### src/qdsci_params.svh
// constants of the quad dac serial command interface
// Function
// each command is 16 bits msb first; select held low through all bits
// word is two select bits, two control bits, twelve code bits
// control 01 loads selected input register only
// control 11 loads selected input register then updates all outputs
// code 0100 copies all inputs to outputs; restarts from shutdown
// code 1000 writes code into all inputs and outputs; restarts
// code 1100 enters shutdown only while lockout input is high
// code 0010 drives user output low, 0110 drives it high
// code 0000 changes nothing
// code 1110 echo mode 1, 1010 mode 0; both update all outputs
// echo starts in mode 0 after power-up
// select high makes the interface ignore clock and data
// data sampled into shift register on rising serial clock edges
// host keeps serial clock at or below 10 MHz
// commands execute on the rising edge of select
// echo is last shift stage, lag 16.5 clocks mode 0, 16 mode 1
// lockout low makes the device ignore the shutdown command
// lockout falling while shut down wakes the device
// daisy chain feeds echo to next input, nop skips devices
// shared data line needs one select per device
// clear resets all registers and drives user and echo outputs low; code leaves echo mode and shutdown as they were
// power-up sets all registers to zero code
// shutdown keeps input register contents
// commands still accepted during shutdown
// any output update leaves shutdown except shutdown itself
`ifndef QDSCI_PARAMS_SVH
`define QDSCI_PARAMS_SVH
`define QDSCI_WORD_BITS 16
`define QDSCI_CODE_BITS 12
`define QDSCI_CHANNELS 4
`define QDSCI_CMD_NOP 4'h0
`define QDSCI_CMD_UPO_LOW 4'h2
`define QDSCI_CMD_UPDATE_ALL 4'h4
`define QDSCI_CMD_UPO_HIGH 4'h6
`define QDSCI_CMD_LOAD_ALL 4'h8
`define QDSCI_CMD_MODE0 4'hA
`define QDSCI_CMD_SHUTDOWN 4'hC
`define QDSCI_CMD_MODE1 4'hE
`endif

### src/qdsci_pkg.sv
// types of the quad dac serial command interface
package qdsci_pkg;
    typedef logic [11:0] qdsci_code_t;
    typedef struct packed {
        logic [1:0] cs_sync;
        logic [1:0] sclk_sync;
        logic [1:0] din_sync;
        logic [1:0] lock_sync;
        logic [1:0] clr_sync;
        logic sclk_prev;
        logic lock_prev;
        logic [15:0] shift;
        logic spill;
        logic [4:0] count;
        qdsci_code_t [3:0] in_reg;
        qdsci_code_t [3:0] out_reg;
        logic user_out;
        logic echo_mode;
        logic shutdown;
        logic echo;
    } qdsci_state_t;
endpackage : qdsci_pkg

### src/qdsci_top.sv
// serial command interface of a quad 12-bit dac
`timescale 1ns/100ps
`include "qdsci_params.svh"
module qdsci_top
    import qdsci_pkg::*;
(
    input wire logic clk,
    input wire logic rst,
    input wire logic cs_n,
    input wire logic sclk,
    input wire logic din,
    input wire logic clear_n,
    input wire logic shutdown_lockout_n,
    output logic dout,
    output logic user_logic_out,
    output logic shutdown,
    output logic echo_mode,
    output logic [47:0] dac_code
);
    qdsci_state_t s;
    qdsci_state_t next_s;

    // ****************************************
    // next state
    // ****************************************
    always_comb begin
        logic cs_lo;
        logic rise;
        logic fall;
        logic [3:0] cmd;
        qdsci_code_t code;
        logic upd;
        next_s = s;
        cs_lo = 1'b0;
        rise = 1'b0;
        fall = 1'b0;
        cmd = 4'h0;
        code = 12'h000;
        upd = 1'b0;
        next_s.cs_sync = {s.cs_sync[0], cs_n};
        next_s.sclk_sync = {s.sclk_sync[0], sclk};
        next_s.din_sync = {s.din_sync[0], din};
        next_s.lock_sync = {s.lock_sync[0], shutdown_lockout_n};
        next_s.clr_sync = {s.clr_sync[0], clear_n};
        next_s.sclk_prev = s.sclk_sync[1];
        next_s.lock_prev = s.lock_sync[1];
        cs_lo = ~s.cs_sync[1];
        rise = s.sclk_sync[1] & ~s.sclk_prev;
        fall = ~s.sclk_sync[1] & s.sclk_prev;
        cmd = s.shift[15:12];
        code = s.shift[11:0];
        if (cs_lo && rise) begin
            // shift msb first; the echo stage is the bit falling off the top
            next_s.shift = {s.shift[14:0], s.din_sync[1]};
            // the bit pushed out is kept so mode 0 can echo it half a cycle later
            next_s.spill = s.shift[15];
            if (s.count != 5'h10) begin
                next_s.count = s.count + 5'h01;
            end
            if (s.echo_mode) begin
                next_s.echo = s.shift[15];
            end
        end
        if (cs_lo && fall && !s.echo_mode) begin
            next_s.echo = s.spill;
        end
        if (!cs_lo) begin
            next_s.count = 5'h00;
        end
        // execute on select rising, only once a full word has arrived
        if (!s.cs_sync[1] && next_s.cs_sync[1] == 1'b1 && s.cs_sync[0] && s.count == 5'h10) begin
            case (cmd)
                `QDSCI_CMD_NOP: begin
                end
                `QDSCI_CMD_UPO_LOW: next_s.user_out = 1'b0;
                `QDSCI_CMD_UPO_HIGH: next_s.user_out = 1'b1;
                `QDSCI_CMD_UPDATE_ALL: upd = 1'b1;
                `QDSCI_CMD_LOAD_ALL: begin
                    for (int i = 0; i < `QDSCI_CHANNELS; i++) begin
                        next_s.in_reg[i] = code;
                        next_s.out_reg[i] = code;
                    end
                    next_s.shutdown = 1'b0;
                end
                `QDSCI_CMD_SHUTDOWN: begin
                    if (s.lock_sync[1]) begin
                        next_s.shutdown = 1'b1;
                    end
                end
                `QDSCI_CMD_MODE1: begin
                    next_s.echo_mode = 1'b1;
                    upd = 1'b1;
                end
                `QDSCI_CMD_MODE0: begin
                    next_s.echo_mode = 1'b0;
                    upd = 1'b1;
                end
                default: begin
                    if (cmd[0]) begin
                        next_s.in_reg[cmd[3:2]] = code;
                        if (cmd[1]) begin
                            upd = 1'b1;
                        end
                    end
                end
            endcase
            if (upd) begin
                for (int i = 0; i < `QDSCI_CHANNELS; i++) begin
                    next_s.out_reg[i] = next_s.in_reg[i];
                end
                next_s.shutdown = 1'b0;
            end
        end
        // wake on lockout falling; held registers are untouched
        if (s.lock_prev && !s.lock_sync[1]) begin
            next_s.shutdown = 1'b0;
        end
        if (!s.clr_sync[1]) begin
            for (int i = 0; i < `QDSCI_CHANNELS; i++) begin
                next_s.in_reg[i] = 12'h000;
                next_s.out_reg[i] = 12'h000;
            end
            next_s.user_out = 1'b0;
            next_s.echo = 1'b0;
            next_s.shift = 16'h0000;
            next_s.spill = 1'b0;
        end
    end

    // ****************************************
    // state register
    // ****************************************
    always_ff @(posedge clk) begin
        if (rst) begin
            s <= '0;
            s.cs_sync <= 2'h3;
            s.lock_sync <= 2'h3;
            s.clr_sync <= 2'h3;
            s.lock_prev <= 1'b1;
        end else begin
            s <= next_s;
        end
    end

    // ****************************************
    // outputs
    // ****************************************
    assign dout = s.echo;
    assign user_logic_out = s.user_out;
    assign shutdown = s.shutdown;
    assign echo_mode = s.echo_mode;
    assign dac_code = {s.out_reg[3], s.out_reg[2], s.out_reg[1], s.out_reg[0]};
endmodule : qdsci_top

### config.mk
export PLATFORM = sky130hd
export DESIGN_NAME = qdsci_top
export DESIGN_NICKNAME = d
export VERILOG_FILES = /design/src/qdsci_pkg.sv /design/src/qdsci_top.sv
export VERILOG_INCLUDE_DIRS = /design/src
export SDC_FILE = /design/constraint.sdc
export NUM_CORES = 1
export LEC_CHECK = 0
export ABC_AREA = 1
export BUFFER_PORTS_ARGS = -buffer_cell sky130_fd_sc_hd__buf_2
export CAP_MARGIN = 10
export CORE_MARGIN = 2
export CORE_UTILIZATION = 45
export CTS_CLUSTER_DIAMETER = 100
export DETAILED_ROUTE_END_ITERATION = 6
export GPL_TIMING_DRIVEN = 1
export RECOVER_POWER = 25
export SLEW_MARGIN = 20
export SYNTH_ARGS = -nofsm -noshare
export SYNTH_HDL_FRONTEND = slang
export SYNTH_SLANG_ARGS = --single-unit
### constraint.sdc
create_clock -name clk -period 2.6 [get_ports clk]
set_input_delay 0.52 -clock clk [delete_from_list [all_inputs] [get_ports clk]]
set_output_delay 0.52 -clock clk [all_outputs]
set_load 0.1 [all_outputs]
* Word-level counts from Yosys, hierarchy flattened
Index checks and enable logic that the tools add are counted.
Word-level totals: register bits 134, latch bits 0, RAM bits 0, ROM bits 0, bits of input ports 7, word-level logic and storage cells 90, memories 0
Operators by class: add/subtract/negate cells 1, multipliers 0, divide/modulo/power cells 0, $lt $le $gt $ge 2, equality and inequality tests 10, shift operators 0, mux-type cells 19, bitwise gates (word level) 6, reduce and logical (&&, ||, !) cells 30
Operators by type and width (number):
- two-way mux 48 bit | 3
- one-hot mux 48 bit (2 select lines) | 1
- bitwise mux 48 bit | 1
- demux 12 bit (select 2 bit) | 1
- == test 4 bit (second input constant) | 4
- two-way mux 12 bit | 1
- AND reduction 2 bit | 5
- nonzero test 2 bit | 5
- == test 4 x 3 -> 1 bit (second input constant) | 2
- logical AND 1 bit | 8
- two-way mux 1 bit | 8
- one-hot mux 1 bit (2 select lines) | 4
- OR reduction 7 bit | 1
- OR reduction 2 bit | 3
- adder 5 x 1 -> 5 bit (second input constant) | 1
- == test 5 bit (second input constant) | 1
- inequality test 5 bit (second input constant) | 1
- OR reduction 5 bit | 1
- == test 4 x 2 -> 1 bit (second input constant) | 1
- logical NOT 4 bit | 1
- NOT 1 bit | 4
- logical NOT 1 bit | 3
- < comparator 2 x 3 -> 1 bit (second input constant) | 1
- inequality test 3 bit (second input constant) | 1
- other kinds (5) | 6

* Depth between registers and ports, before layout
depth in word-level cells 8, depth in mapped cells 11, depth with buffers taken out 9

* Least setup slack after synthesis
Ideal clock, no wire load.
path type register to register, start register s, in the netlist echo_mode, end register s, in the netlist dout, data arrival time 1.480 ns, slack 0.995 ns, cell stages (with the launch flop) 6, buffers on the path 0, period minus slack after synthesis 1.605 ns, cell sequence dfxtp_1 inv_1 nand4_1 o21ai_0 o21ai_0 a21oi_1
On the way: longest elaborated chain between the ends 4
RTL lines:
- start, declared | RTL line qdsci_top.sv:20 | qdsci_state_t s;
- start signal, assigned | RTL line qdsci_top.sv:141 | s <= next_s;
- logical NOT 1 bit | RTL line qdsci_top.sv:64 | if (cs_lo && fall && !s.echo_mode) begin
- logical AND 1 bit | RTL line qdsci_top.sv:64
- nonzero test 2 bit (no line)
- AND reduction 2 bit (no line)
Several ways; a longest one is shown, not always the timed one. A chain may end at the register's enable or synchronous reset.

* Final worst setup path
start register s, in the netlist dac_code[13], end output port dac_code[13]
RTL lines:
- end, declared | RTL line qdsci_top.sv:18 | output logic [47:0] dac_code
No word-level cell between the ends.

==> results.cfg <==
[grt]
antenna_found_initial = 0
grt_util_all_layers_pct = 24.8
grt_first_pass_wirelength_mm = 34.5
grt-ovfl-total = 0
grt_pass1_vias = 6263
grt_max_degree = 103

[clocking]
cts-resized-gates = 0
cts_sinks = 134
postCtsSetupRepairBufs = 0
cts-root-buf = clkbuf_16
postCtsHoldBufs = 0
cts_buffers = 17
htree_levels = 4
clkTransAtPathRegs_ns = 0.06
clockBufferDepth = 2
clkLatencyLatePin_ns = 0.43
cts_tree = yes

[die]
fp-row-count = 47
ios = 59
dieArea_sq_um = 17600
die_w_microns = 133
start_util_pct = 45.5
fp.coreArea_sq_um = 16300
die_y_microns = 133

[critical_path]
crit_chain = clkbuf_1
slowest_delay_ns = 0.88
worstPathRequired_ns = 2.08
cp.arrival_ns = 1.62
cp_max_fo = 2
cp.depth = 1
slowest_stage = clkbuf_1
critPathKind = reg2out
worstReg2RegStart = s[120]$_SDFFE_PP0P_
startpoint_type = flip-flop
reg2reg_depth = 8
path_buf_inv = 1
setup.worst_path.end_class = primary output
cp-startpoint = dac_code[13]$_SDFFE_PP0P_
crit_family = buffers and inverters

[place]
io_buffers = 58
place_congestion = 0.856
hpwl_mm = 14.1
place_ws_ns = 0.549

[logic_synthesis]
syn_nets = 1218
synth_area_per_cell_sq_um = 6.16
synth_top_area_cell = dfxtp_1
yosys-top-cells-area = dfxtp_1 36%, nand2_1 14%, nor2_1 13%, a21oi_1 7.3%, inv_1 7.2%
synth_cells = 1209
ys.warnings.count = 0
synth_top_area_share_pct = 36.0
synth_area_sq_um = 7440
ys_ff_latch = 134
synth.distinct_cells = 24
yosysSeqAreaShare_pct = 36.0

[layout]
n_fill_cell = 1742
layout_common_cells = 282 x nand2_1, 250 x nor2_1, 142 x inv_1
postLayoutCoreUtil_pct = 49.5
areaGrowthSynthToFinish_pct = 8.81
drive_above_1_share_pct = 9.42
num_antenna_cells = 0
nNetsFinal = 1196
mostFrequentLayoutCell = nand2_1

[timing]
finalSetupTns_ns = 0
final.period_utilization_pct = 82.5
slew_headroom_pct = 21.4
fin_skew_ns = 0.00797
fmax_mhz = 466
rsz0062_at_grt = no
worst_pin_slew_ns = 1.18
fin_crit_ns = 2.14
setup_viol = 0
slew_violations = 0
finalHoldViolCount = 0
setup_ws_ns = 0.456

[power_and_ir_drop]
p_seq_share_pct = 43.8
vdd_drop_max_mv = 0.471
swShare_pct = 23.1
switchingPower_uw = 1090
finalPower_uw = 4730
intPower_uw = 3640
p_clk_share_pct = 53.5
combPwrFrac_pct = 2.7
leakage_uw = 0.00386
powerDensity_nw_per_um2 = 584

[flow_run]
cap_violations = 0

[routing]
drt_first_pass_iters = 6
wirelength_met1_mm = 10.2
route.vias.total = 7129
wl_met3_mm = 1.41
viasPerCell = 5.02
postRouteAntennaNets = 0
drtIter0Drc = 661
wl_mm = 21.5
top_layer_used = met4
dr_wl_met2_mm = 9.38
drc = 0
routedWlPerCell_microns = 15.1

[hold_path]
worstHoldPathCells = 2
worst_hold_path_type = in2reg
min_from = cs_n

[status]
status = completed
power groups by stage:
stage,Combinational [uW],Clock [uW],Sequential [uW]
3_5_place_dp,129,0,2120
2_1_floorplan,91.3,0,2110
3_3_place_gp,128,0,2120
4_1_cts,129,2570,2070
6_report,126,2530,2070
5_1_grt,140,2670,2070
routing by layer:
metal | vias up | track usage, %
li1 | 3681 | -
met1 | 3150 | 34.7
met2 | 263 | 37.9
met3 | 35 | 5.40
met4 | 0 | 8.12
met5 | - | 0
through the flow:
stage               cells  hold WS, ns  cell area [sq um]
finish               1420        0.275               8100
global route         1420        0.260               8100
CTS                  1420        0.262               8130
detailed placement   1388        0.393               7510
global placement     1388        0.390               7510
floorplan            1209        0.388               7440
cell families (layout without fill, tap and decap cells):
logic type / after synthesis / in the layout / share of synthesized area, %
simple gates: 626 / 626 / 33.6
buf+inv: 265 / 256 / 16.5
compound gates: 181 / 181 / 13.4
flops: 134 / 134 / 36.0
fa+ha+maj: 2 / 2 / 0.336
xor+xnor: 1 / 1 / 0.118
registers in the layout (all words and copies together), names as in the netlist:
register / flops
s: 75
shutdown: 1
dout: 1
echo_mode: 1
user_logic_out: 1
next_s: 7
dac_code: 48
final timing paths:
kind	end	slack (ns)
setup / recovery	dac_code[13]	0.46
hold / removal	next_s[133]$_SDFF_PP1_	0.27
setup reg to reg	dac_code[18]$_SDFFE_PP0P_	0.54
hold reg to reg	s[129]$_SDFF_PP0_	0.40
layout make-up:
cell class | count | area [sq um] | share of cell area [%]
clock buffer | 18 | 439 | 5.42
inverter | 146 | 548 | 6.77
sequential | 134 | 2680 | 33.1
tap | 220 | 275 | 3.40
clock inverter | 14 | 173 | 2.13
multi-input combinational | 810 | 3540 | 43.7
timing repair buffer | 78 | 438 | 5.41
synthesized netlist by cell type:
master,n
ha_1,2
dfxtp_1,134
o21ai_1,1
o21ai_0,35
inv_2,3
a21oi_1,108
xnor2_1,1
nor2_4,1
nor2_1,251
buf_1,10
nor3_1,2
nand4_1,14
buf_4,52
o211ai_1,36
or2_2,7
buf_2,23
a21boi_0,1
buf_6,1
nand2_1,282
inv_1,143
nand3_1,67
nor2_2,1
clkbuf_1,33
nand2_2,1
Note: power is estimated with default switching activity, not from simulation.
